==> src/rtl/gpio_cd_params.svh <==
// constants for the port C / port D block: offsets, field positions, reset values
`ifndef GPIO_CD_PARAMS_SVH
`define GPIO_CD_PARAMS_SVH

// register indices; byte address on the bus is four times the index
`define GPIO_PC_DATA_IDX    6'h02
`define GPIO_PD_DATA_IDX    6'h03
`define GPIO_PC_DIR_IDX     6'h06
`define GPIO_PD_DIR_IDX     6'h07

`define GPIO_PC_WIDTH       6
`define GPIO_PD_WIDTH       8
`define GPIO_PC_CLK_PIN     2
`define GPIO_PC_CLKEN_BIT   7
`define GPIO_PD_ADC_PINS    7
`define GPIO_PD_TIMER_UNIT_A_PIN    6
`define GPIO_PD_TIMER_UNIT_B_PIN    4

// first adc channel that lands on port D pin 0
`define GPIO_ADC_PD_FIRST   5'h08
// prescaler code that selects the external clock pin
`define GPIO_PS_EXT_CLK     3'h7

`define GPIO_DIR_RESET      8'h00
`define GPIO_CLKEN_RESET    1'b0
`define GPIO_PIN_RESET      8'h00

`endif

==> src/rtl/gpio_cd_pkg.sv <==
// types for the port C / port D block
package gpio_cd_pkg;

    typedef enum logic [0:0] {
        PHASE_WAIT  = 1'b0,
        PHASE_READY = 1'b1
    } bus_phase_e;

    typedef struct packed {
        logic [7:0] pcLatch;
        logic [5:0] pcDir;
        logic       clkOutEn;
        logic [7:0] pdLatch;
        logic [7:0] pdDir;
        logic [5:0] pcSync1;
        logic [5:0] pcSync2;
        logic [5:0] pcSync3;
        logic [5:0] pcPin;
        logic [7:0] pdSync1;
        logic [7:0] pdSync2;
        logic [7:0] pdSync3;
        logic [7:0] pdPin;
        logic [5:0] pcOutQ;
        logic [5:0] pcOe;
        logic [7:0] pdOut;
        logic [7:0] pdOe;
        logic       timerAClk;
        logic       timerBClk;
        bus_phase_e phase;
        logic [31:0] prdata;
        logic       pslverr;
    } gpio_state_s;

endpackage

==> src/rtl/gpio_ports_cd.sv <==
// port C / port D general-purpose i/o with clock-out, adc and timer-clock sharing
//
// Functional notes
// - six port C data latches, direction per bit; reset keeps latch contents.
// - clock-output enable drives system clock on port C pin 2, overriding direction.
// - clock-output enable is software read/write and cleared by reset.
// - port C direction 1 drives the pin, 0 floats it; reset clears all.
// - port C data read gives latch where direction is 1, pin level otherwise; pin 2 reads 0 while clock-out is enabled.
// - data latches always accept writes; writing an input pin changes only the latch.
// - eight port D data latches, each direction set by its direction bit.
// - port D pins 0 to 6 are adc channels 8 to 14 when selected.
// - selected adc pin reads 0 if direction is 0, else the latch.
// - timer-taken port D pins ignore direction for the buffer; direction picks latch or 0.
// - pin 6 is timer A and pin 4 timer B external clock when selected.
// - while a pin is a timer clock input its direction bit only picks what a data read returns.
// - port D direction 1 is output, 0 input; reset clears all eight.
// - port D data read gives latch where direction is 1, pin level otherwise, 0 on adc- or timer-taken input pins.
`include "gpio_cd_params.svh"

module gpio_ports_cd (
    input  wire logic        sys_clk,
    input  wire logic        rst,
    input  wire logic        psel,
    input  wire logic        penable,
    input  wire logic        pwrite,
    input  wire logic [7:0]  paddr,
    input  wire logic [31:0] pwdata,
    output logic      [31:0] prdata,
    output logic             pready,
    output logic             pslverr,
    input  wire logic [5:0]  pcIn,
    output logic      [5:0]  pcOut,
    output logic      [5:0]  pcOe,
    input  wire logic [7:0]  pdIn,
    output logic      [7:0]  pdOut,
    output logic      [7:0]  pdOe,
    input  wire logic [4:0]  adcChannelSelect,
    input  wire logic [2:0]  timerAPrescaleSelect,
    input  wire logic [2:0]  timerBPrescaleSelect,
    output logic             timerAExternalClock,
    output logic             timerBExternalClock
);

    gpio_cd_pkg::gpio_state_s state;
    gpio_cd_pkg::gpio_state_s next_state;

    logic [5:0] regIndex;
    logic       addrAligned;
    logic       accessPhase;
    logic       commit;
    logic [6:0] adcTaken;
    logic [7:0] pdAdcMask;
    logic [7:0] pdTimerMask;
    logic [7:0] pdTaken;
    logic       timerASel;
    logic       timerBSel;
    logic [7:0] pcReadBits;
    logic [7:0] pdReadBits;

    // one bit per port D pin that the adc mux currently points at
    function automatic logic [6:0] adc_pin_map(input logic [4:0] chan);
        logic [6:0] hit;
        hit = 7'h00;
        for (int i = 0; i < `GPIO_PD_ADC_PINS; i++) begin
            if (chan == 5'(`GPIO_ADC_PD_FIRST + i)) begin
                hit[i] = 1'b1;
            end
        end
        return hit;
    endfunction

    // output pins read the latch; inputs read the pin, or 0 when a peripheral owns it
    function automatic logic [7:0] port_read(input logic [7:0] latch,
                                             input logic [7:0] dir,
                                             input logic [7:0] pin,
                                             input logic [7:0] taken);
        return (dir & latch) | (~dir & ~taken & pin);
    endfunction

    assign regIndex    = paddr[7:2];
    assign addrAligned = (paddr[1:0] == 2'h0);
    assign accessPhase = psel && penable;
    assign commit      = accessPhase && (state.phase == gpio_cd_pkg::PHASE_READY);

    assign adcTaken    = adc_pin_map(adcChannelSelect);
    assign timerASel   = (timerAPrescaleSelect == `GPIO_PS_EXT_CLK);
    assign timerBSel   = (timerBPrescaleSelect == `GPIO_PS_EXT_CLK);
    assign pdAdcMask   = {1'b0, adcTaken};
    assign pdTimerMask = (8'(timerASel) << `GPIO_PD_TIMER_UNIT_A_PIN)
                       | (8'(timerBSel) << `GPIO_PD_TIMER_UNIT_B_PIN);
    assign pdTaken     = pdAdcMask | pdTimerMask;

    // clock-out pin 2 reads 0 regardless of direction
    always_comb begin
        pcReadBits = port_read(state.pcLatch, {2'h0, state.pcDir},
                               {2'h0, state.pcPin}, 8'h00);
        if (state.clkOutEn) begin
            pcReadBits[`GPIO_PC_CLK_PIN] = 1'b0;
        end
        pcReadBits[7:6] = 2'h0;
    end

    assign pdReadBits = port_read(state.pdLatch, state.pdDir,
                                  state.pdPin, pdTaken);

    always_comb begin
        next_state = state;

        // three-stage synchroniser; a change counts once stages two and three agree
        next_state.pcSync1 = pcIn;
        next_state.pcSync2 = state.pcSync1;
        next_state.pcSync3 = state.pcSync2;
        next_state.pdSync1 = pdIn;
        next_state.pdSync2 = state.pdSync1;
        next_state.pdSync3 = state.pdSync2;
        for (int i = 0; i < `GPIO_PC_WIDTH; i++) begin
            if (state.pcSync2[i] == state.pcSync3[i]) begin
                next_state.pcPin[i] = state.pcSync2[i];
            end
        end
        for (int i = 0; i < `GPIO_PD_WIDTH; i++) begin
            if (state.pdSync2[i] == state.pdSync3[i]) begin
                next_state.pdPin[i] = state.pdSync2[i];
            end
        end

        // one wait state lets read data come from a flop
        case (state.phase)
            gpio_cd_pkg::PHASE_WAIT: begin
                if (accessPhase) begin
                    next_state.phase   = gpio_cd_pkg::PHASE_READY;
                    next_state.pslverr = 1'b0;
                    next_state.prdata  = 32'h0000_0000;
                    if (!addrAligned) begin
                        next_state.pslverr = 1'b1;
                    end else begin
                        case (regIndex)
                            `GPIO_PC_DATA_IDX: next_state.prdata = {24'h0, pcReadBits};
                            `GPIO_PD_DATA_IDX: next_state.prdata = {24'h0, pdReadBits};
                            `GPIO_PC_DIR_IDX:  next_state.prdata =
                                {24'h0, state.clkOutEn, 1'b0, state.pcDir};
                            `GPIO_PD_DIR_IDX:  next_state.prdata = {24'h0, state.pdDir};
                            default:           next_state.pslverr = 1'b1;
                        endcase
                    end
                end
            end
            gpio_cd_pkg::PHASE_READY: begin
                next_state.phase = gpio_cd_pkg::PHASE_WAIT;
                if (commit && pwrite && addrAligned) begin
                    case (regIndex)
                        // latches take writes whatever the direction
                        `GPIO_PC_DATA_IDX: next_state.pcLatch = {2'h0, pwdata[5:0]};
                        `GPIO_PD_DATA_IDX: next_state.pdLatch = pwdata[7:0];
                        `GPIO_PC_DIR_IDX: begin
                            next_state.pcDir    = pwdata[5:0];
                            next_state.clkOutEn = pwdata[`GPIO_PC_CLKEN_BIT];
                        end
                        `GPIO_PD_DIR_IDX:  next_state.pdDir = pwdata[7:0];
                        default: ;
                    endcase
                end
            end
            default: next_state.phase = gpio_cd_pkg::PHASE_WAIT;
        endcase

        // data latches are left alone by reset
        // port C fields are six bits wide, narrower than the reset constants
        if (rst) begin
            next_state.pcDir    = 6'(`GPIO_DIR_RESET);
            next_state.pdDir    = `GPIO_DIR_RESET;
            next_state.clkOutEn = `GPIO_CLKEN_RESET;
            next_state.phase    = gpio_cd_pkg::PHASE_WAIT;
            next_state.prdata   = 32'h0000_0000;
            next_state.pslverr  = 1'b0;
            next_state.pcSync1  = 6'(`GPIO_PIN_RESET);
            next_state.pcSync2  = 6'(`GPIO_PIN_RESET);
            next_state.pcSync3  = 6'(`GPIO_PIN_RESET);
            next_state.pcPin    = 6'(`GPIO_PIN_RESET);
            next_state.pdSync1  = `GPIO_PIN_RESET;
            next_state.pdSync2  = `GPIO_PIN_RESET;
            next_state.pdSync3  = `GPIO_PIN_RESET;
            next_state.pdPin    = `GPIO_PIN_RESET;
        end

        // pin drivers follow the settled register values
        next_state.pcOutQ = next_state.pcLatch[5:0];
        next_state.pcOe   = next_state.pcDir;
        if (next_state.clkOutEn) begin
            next_state.pcOe[`GPIO_PC_CLK_PIN] = 1'b1;
        end
        next_state.pdOut = next_state.pdLatch;
        next_state.pdOe  = next_state.pdDir & ~pdTaken;
        next_state.timerAClk = timerASel && next_state.pdPin[`GPIO_PD_TIMER_UNIT_A_PIN];
        next_state.timerBClk = timerBSel && next_state.pdPin[`GPIO_PD_TIMER_UNIT_B_PIN];
    end

    always_ff @(posedge sys_clk) begin
        state <= next_state;
    end

    // the clock itself cannot come from a flop; pin 2 muxes it in when enabled
    always_comb begin
        pcOut = state.pcOutQ;
        if (state.clkOutEn) begin
            pcOut[`GPIO_PC_CLK_PIN] = sys_clk;
        end
    end

    assign pcOe                = state.pcOe;
    assign pdOut               = state.pdOut;
    assign pdOe                = state.pdOe;
    assign prdata              = state.prdata;
    assign pready              = (state.phase == gpio_cd_pkg::PHASE_READY);
    assign pslverr             = state.pslverr;
    assign timerAExternalClock = state.timerAClk;
    assign timerBExternalClock = state.timerBClk;

    logic pcDataRead;
    logic pdDataRead;
    logic pdDataWrite;
    assign pcDataRead  = commit && !pwrite && regIndex == `GPIO_PC_DATA_IDX && addrAligned;
    assign pdDataRead  = commit && !pwrite && regIndex == `GPIO_PD_DATA_IDX && addrAligned;
    assign pdDataWrite = commit && pwrite && regIndex == `GPIO_PD_DATA_IDX && addrAligned;

    // write strobes per register, for the write-landing checks
    logic pcDataWrite;
    logic pcDirWrite;
    logic pdDirWrite;
    assign pcDataWrite = commit && pwrite && regIndex == `GPIO_PC_DATA_IDX && addrAligned;
    assign pcDirWrite  = commit && pwrite && regIndex == `GPIO_PC_DIR_IDX && addrAligned;
    assign pdDirWrite  = commit && pwrite && regIndex == `GPIO_PD_DIR_IDX && addrAligned;
endmodule
==> config.mk <==
export PLATFORM = sky130hd
export DESIGN_NAME = gpio_ports_cd
export DESIGN_NICKNAME = d
export VERILOG_FILES = /design/src/rtl/gpio_cd_pkg.sv /design/src/rtl/gpio_ports_cd.sv
export VERILOG_INCLUDE_DIRS = /design/src /design/src/rtl
export SDC_FILE = /design/constraint.sdc
export NUM_CORES = 1
export LEC_CHECK = 0
export BUFFER_PORTS_ARGS = -buffer_cell sky130_fd_sc_hd__buf_4
export CAP_MARGIN = 15
export CORE_ASPECT_RATIO = 1.75
export CORE_UTILIZATION = 25
export DETAILED_ROUTE_END_ITERATION = 10
export GPL_ROUTABILITY_DRIVEN = 0
export HOLD_SLACK_MARGIN = 0.02
export SYNTH_ARGS = -nofsm -noshare
export SYNTH_HDL_FRONTEND = slang
export SYNTH_SLANG_ARGS = --single-unit
==> constraint.sdc <==
create_clock -name sys_clk -period 4.9 [get_ports sys_clk]
set_input_delay 0.245 -clock sys_clk [delete_from_list [all_inputs] [get_ports sys_clk]]
set_output_delay 0.245 -clock sys_clk [all_outputs]
set_load 0.03 [all_outputs]
Yosys cells after proc, flatten, opt, wreduce, memory -nomap -nowiden
Index checks and enable logic that the tools add are counted.
{"block": "totals", "regBits": 135, "ram_bits": 0, "romBits": 0, "latchBits": 0, "n_memories": 0, "in_bits": 70}
{"block": "classes", "mux": 36, "n_reduce_logical": 11, "n_eq_ne": 27, "n_bitwise": 14, "addsub": 0, "mul": 0, "div_mod_pow": 0, "magnitude_cmp": 0, "shift": 0}
{"op": "2-to-1 mux 64 bit", "n": 1}
{"op": "2-to-1 mux 23 bit", "n": 2}
{"op": "== test 5 x 4 -> 1 bit (second input constant)", "n": 7}
{"op": "2-to-1 mux 34 bit", "n": 1}
{"op": "bitwise AND 8 bit", "n": 4}
{"op": "case mux 8 bit (4 select lines)", "n": 1}
{"op": "2-to-1 mux 1 bit", "n": 25}
{"op": "2-to-1 mux 8 bit", "n": 3}
{"op": "== test 1 bit", "n": 14}
{"op": "2-to-1 mux 7 bit", "n": 2}
{"op": "bitwise AND 6 bit", "n": 2}
{"op": "== test 6 x 2 -> 1 bit (second input constant)", "n": 2}
{"op": "== test 6 x 3 -> 1 bit (second input constant)", "n": 2}
{"op": "inverter 7 -> 8 bit", "n": 1}
{"op": "inverter 8 bit", "n": 1}
{"op": "bitwise OR 8 bit", "n": 1}
{"op": "bitwise OR 7 x 5 -> 7 bit", "n": 1}
{"op": "bitwise OR 7 bit", "n": 1}
{"op": "== test 3 bit (second input constant)", "n": 2}
{"op": "logical AND 1 bit", "n": 6}
{"op": "inverter 6 bit", "n": 1}
{"op": "bitwise OR 6 bit", "n": 1}
{"op": "AND reduction 3 bit", "n": 2}
{"op": "OR reduction 4 bit", "n": 1}
{"op": "other kinds (4)", "n": 4}

Depth between registers and ports, before layout
Gate-level depths: netlist (run 1).
{"block": "depth", "ltp_word": 11, "ltp_mapped": 7, "mapped_depth_nobuf": 5}

==> run_results.csv, run 1 <==
group,metric,value,unit
status,status,"finished clean",
synth,yosys-top-cells-area,"dfxtp_1 (44%), buf_4 (11%), edfxtp_1 (10%)",
synth,synth_area,4110,sq um
finish,multi_input_area,1450,sq um
synth,synthFlopType,"dfxtp_1",
floorplanning,dieArea,17000,sq um
synth,synth-seq-cells,105,
setup_path,crit_path_top_delay_cell,"mux2_2",
routing,viasPerCell,4.35,
timing,maxSlewViolCount,0,
setup_path,cp.arrival,3.14,ns
grt,grt_pass1_wl,14800,microns
clocking,cts_tree,"yes",
finish,regArea,2240,sq um
finish,area_growth,24.9,%
timing,rsz0062_at_grt,"no",
setup_path,criticalPathCategory,"clock port to primary output",
setup_path,cp-end-kind,"primary output",
grt,antenna_found_initial,0,
clocking,cts_resized,0,
routing,remaining_drc_errors,0,
setup_path,start_kind,"clock port",
synth,yosysSeqAreaShare,54.6,%
worst_hold_path,min_path_type,"input pin to flop",
finish,layout-drive-gt1-share,23.2,%
pwr,cellLeakagePower,2.09,nW
routing,ant_nets,0,
setup_path,worstPathMaxFanout,2,
grt,grt_util_all_layers,12.0,%
floorplanning,start_util,25.8,%
pwr,irDropWorstVdd,0.000140,V
synth,synth_top_area_share,44.3,%
clocking,post_cts_buffers,0,
pwr,power_density,354,nW/um^2
synth,yosysMostFrequentCell,"dfxtp_1",
pwr,p_seq_share,49.1,%
timing,tightest_slew,1.14,ns
setup_path,required,4.66,ns
pwr,switching_share,22.1,%
grt,use_met1,11.5,%
floorplanning,ioPinCount,134,
finish,num_antenna_cells,0,
grt,globalRouteOverflowTotal,0,
clocking,clk_pin_slew,0.07,ns
synth,synth_common_cells,"dfxtp_1 (91), buf_4 (60), nor2b_1 (46)",
synth,synth_area_leader_cell,"dfxtp_1",
routing,wirelength,9700,microns
setup_path,slowest_delay,0.27,ns
pwr,p_clk_share,44.7,%
flow_run,drv_cap,0,
finish,final_util,32.2,%
placement,portBuffers,85,
placement,hpwl,7110,microns
setup_path,cp_cell_sequence,"clkbuf_16 -> clkbuf_16 -> mux2_2 -> buf_4",
finish,layout.nets,539,
grt,top_usage_layer,"met2",
routing,num_vias,2882,
pwr,power_frac_comb,6.2,%
routing,wl_per_cell,14.6,microns
synth,avgSynthCellArea,10.3,sq um
routing,first_pass_iters,4,
finish,fill_cells,1644,
synth,yosys_warnings,0,
pwr,p_sw,0.000401,W
routing,drt_iter0_drc,143,
grt,grt_pass1_vias,2812,
timing,slew_headroom,23.2,%
floorplanning,core_area,16000,sq um
floorplanning,die_h,172,microns
pwr,power.internal,0.00141,W
timing,setup_tns,0,ns
synth,synthCells,400,
grt,grtUsageMet3,3.13,%
clocking,clk_latency,0.46,ns
grt,grt_start_max_net_pins,78,
timing,fin_skew,0.00458,ns
synth,yosysUniqueCellTypes,43,
timing,setup_viol,0,
floorplanning,die_w,98.9,microns
synth,synth-edff-count,14,
timing,hold_viol,0,
grt,grt_util_met2,20.2,%
setup_path,crit_top_cell,"clkbuf_16",
floorplanning,num_rows,61,
synth,async_flop_share,0,%
-- per-layer routing --
metal	vias to the layer above	wire, microns
li1	1432	-
met1	1321	3580
met2	95	4940
met3	34	487
met4	0	696
met5	-	0
-- what timing repair did --
item                                    4_1_cts  5_1_grt
hold buffers                                 19        0
endpoints found under the setup margin        0        0
endpoints found under the hold margin        23        0
-- final timing paths --
kind / start / to / slack, ns / depth (start not counted)
min reg2reg: state[115] / state[109] / 0.44 / 1
max: sys_clk / pcOut[2] / 1.52 / 4
min: pwdata[2] / state[145] / 0.03 / 1
max reg2reg: pready / state[143] / 2.70 / 4
-- worst max-delay path: cells and delay by family --
| family | cells | cell delay (ns) |
|---|---|---|
| buffers and inverters | 3 | 0.42 |
| muxes | 1 | 0.27 |
-- sequential cells by signal (all words and copies together), names as in the netlist --
signal               flops
timerBExternalClock      1
state                   76
pdOe                     7
timerAExternalClock      1
pcOe                     2
prdata                   8
pslverr                  1
pready                   1
pdOut                    8
-- power groups by stage --
stage                     registers [W]  clock network (W)  logic (W)
after floorplan                0.000911        0.000000137  0.0000705
after global placement         0.000911        0.000000138   0.000100
after detailed placement       0.000911        0.000000138   0.000102
after CTS                      0.000891           0.000838   0.000114
after global routing           0.000893           0.000867   0.000122
final                          0.000891           0.000811   0.000113
-- cells in the final DEF (no fill, tap or decap), types with 3 or more instances in the layout --
cell type	instances
nor2b_1	46
a22o_1	6
nand3_1	3
a31oi_1	4
a21oi_1	22
o31a_1	3
nand2_1	24
dlygate4sd3_1	19
mux2i_1	18
nor3_1	7
dfxtp_1	91
conb_1	24
and2_1	4
a22oi_1	3
nor2_1	21
or3b_2	4
buf_4	86
edfxtp_1	14
o21ai_0	26
clkbuf_16	13
nand3b_1	3
nor3b_1	3
-- layout make-up --
| type | instances | share of cell area (%) |
|---|---|---|
| clock inverters | 5 | 0.707 |
| multi-input cells | 244 | 28.2 |
| well taps | 189 | 4.61 |
| repair buffers | 104 | 16.1 |
| clock buffers | 15 | 6.56 |
| inverters | 1 | 0.0732 |
| flip-flops and latches | 105 | 43.7 |
-- logic make-up (layout without fill, tap and decap cells) --
logic type | Yosys count | in the layout | synth area share (%)
AND/OR/NAND/NOR | 126 | 126 | 17.2
flip-flops | 105 | 105 | 54.6
buffers and inverters | 74 | 125 | 12.3
multiplexers | 19 | 19 | 4.66
other | 1 | 24 | 0.0913
AO/OA/AOI/OAI | 75 | 75 | 11.1
-- stage by stage --
step | power [W] | worst slack, ns | std cells | area [sq um] | hold WS [ns]
after floorplan | 0.000982 | 1.87 | 423 | 4200 | 0.344
after global placement | 0.00101 | 1.80 | 625 | 4580 | 0.424
after detailed placement | 0.00101 | 1.80 | 625 | 4580 | 0.424
after CTS | 0.00184 | 1.51 | 663 | 5130 | 0.0246
after global routing | 0.00188 | 1.51 | 663 | 5130 | 0.0243
final | 0.00182 | 1.52 | 663 | 5130 | 0.0332
Power figures use the tool's default switching activity.
==> run 2: changes to the inputs <==
- clock period: 4.9 -> 2.8 ns (I/O delays scaled with it)
==> run 2 against run 1 <==
Register-to-register slack got worse by 2.5 ns; design area increased by 1.8%; total power increased by 77%; critical path depth increased by 2; critical endpoint is now pdOe[2]; largest cell class unchanged; highest routed layer unchanged.
==> run_results.csv, run 2 (synthesis gave the netlist of run 1 again) <==
group,metric,value,unit
grt,grt_pass1_vias,2949,
setup_path,r2r_cells,6,
finish,multi_input_area,1450,sq um
clocking,hold_buffers,26,
finish,largest-register,"state",
flow_run,drv_cap,0,
grt,grt_util_all_layers,12.3,%
grt,grt_start_max_net_pins,78,
floorplanning,ioPinCount,134,
finish,layout.nets,548,
setup_path,start_kind,"flop",
timing,fin_crit,2.59,ns
timing,setup_viol,0,
worst_hold_path,min_path_type,"input pin to flop",
finish,layout-drive-gt1-share,23.2,%
finish,largest_register_ff_count,76,
setup_path,cp-end-kind,"flop",
finish,fill_cells,1635,
setup_path,worstPathMaxFanout,8,
finish,stdcell_count,672,
setup_path,crit_path_top_delay_cell,"or4_1",
clocking,clk_pin_slew,0.07,ns
setup_path,cp_cell_sequence,"nand4bb_1 -> or4_1 -> mux2i_1 -> nor2_1 -> o31a_1 -> dlygate4sd3_1",
clocking,clk_latency,0.46,ns
setup_path,crit_family,"simple AND/OR/NAND/NOR gates",
setup_path,cp.arrival,2.94,ns
grt,antenna_found_initial,0,
setup_path,slowest_delay,0.82,ns
setup_path,path_buf_inv,1,
routing,num_vias,2945,
finish,layout_commonest_cell,"dfxtp_1",
routing,wl_per_cell,14.6,microns
grt,globalRouteOverflowTotal,0,
timing,timing.final.crit_share,92.7,%
clocking,cts_resized,0,
routing,drt_iter0_drc,141,
routing,remaining_drc_errors,0,
timing,tightest_slew,0.836,ns
floorplanning,start_util,25.8,%
routing,viasPerCell,4.38,
routing,wirelength,9840,microns
setup_path,criticalPathCategory,"flop to flop",
setup_path,required,3.15,ns
timing,slew_headroom,44.3,%
finish,area_growth,27.1,%
timing,hold_viol,0,
timing,achievable-frequency,0.385,GHz
pwr,cellLeakagePower,2.14,nW
floorplanning,die_w,98.9,microns
placement,place_inst,627,
floorplanning,num_rows,61,
floorplanning,core_area,16000,sq um
clocking,cts_tree,"yes",
floorplanning,dieArea,17000,sq um
pwr,power_density,616,nW/um^2
status,status,"finished clean",
timing,fin_skew,0.00952,ns
routing,ant_nets,0,
setup_path,cp_num_cells,6,
timing,setup_tns,0,ns
finish,num_antenna_cells,0,
clocking,post_cts_buffers,0,
timing,maxSlewViolCount,0,
pwr,irDropWorstVdd,0.000242,V
grt,grt_pass1_wl,15200,microns
finish,regArea,2240,sq um
floorplanning,die_h,172,microns
placement,hpwl,7240,microns
finish,layout_common_cells,"dfxtp_1 (91), buf_4 (88), nor2b_1 (46)",
timing,rsz0062_at_grt,"no",
routing,first_pass_iters,4,
worst_hold_path,hold_path_depth,3,
placement,portBuffers,85,
-- run 2: cell count changes in the layout (fill, tap and decap cells not counted), sizes merged --
| cell | change |
|---|---|
| clkinv | +2 |
| inv | -2 |
| bufinv | +1 |
| clkbuf | -1 |
| dlygate4sd3 | +7 |
| buf | +2 |
-- run 2: area by class of cell --
| type | instances | area share, % |
|---|---|---|
| Clock buffer | 14 | 6.16 |
| Clock inverter | 6 | 1.10 |
| Inverter | 1 | 0.0719 |
| Multi-Input combinational cell | 244 | 27.7 |
| Sequential cell | 105 | 42.9 |
| Tap cell | 189 | 4.53 |
| Timing Repair Buffer | 113 | 17.5 |
-- run 2: where the power goes --
part	internal [W]	total (W)	switching, W
logic	0.0000872	0.000207	0.000119
clock network	0.000893	0.00145	0.000557
registers	0.00155	0.00156	0.00000945
-- run 2: per-stage QoR --
stage               area, sq um  utilization, %  hold slack [ns]  setup WS [ns]  power (W)
finish                     5220            32.7           0.0300          0.205    0.00322
global route               5220            32.7           0.0326         0.0297    0.00335
CTS                        5220            32.7           0.0283          0.177    0.00327
detailed placement         4590            28.8            0.335          0.565    0.00177
global placement           4590            28.8            0.331          0.603    0.00177
floorplan                  4200               -            0.239          0.903    0.00172
-- run 2: metal layers --
layer  wire, microns  share of wire (%)  GRT usage, %
met5               0                  0             0
met4             540                5.5          11.1
met3             646                6.6          3.98
met2            5130                 52          21.1
met1            3520                 36          11.6
-- run 2: path summary, 6_finish.rpt --
check                          startpoint                  end  slack (ns)
setup reg to reg                   pready              pdOe[2]        0.21
hold / removal    timerBPrescaleSelect[2]  timerBExternalClock        0.03
setup / recovery                   pready              pdOe[2]        0.21
hold reg to reg                 state[93]            state[85]        0.44
-- run 2: worst register-to-register path, delay by kind of cell, from the launching register on --
family                 cells  cell delay (ns)
flip-flops                 1             0.47
AO/OA/AOI/OAI              1             0.15
AND/OR/NAND/NOR            3             1.08
buffers and inverters      1             0.54
multiplexers               1             0.25
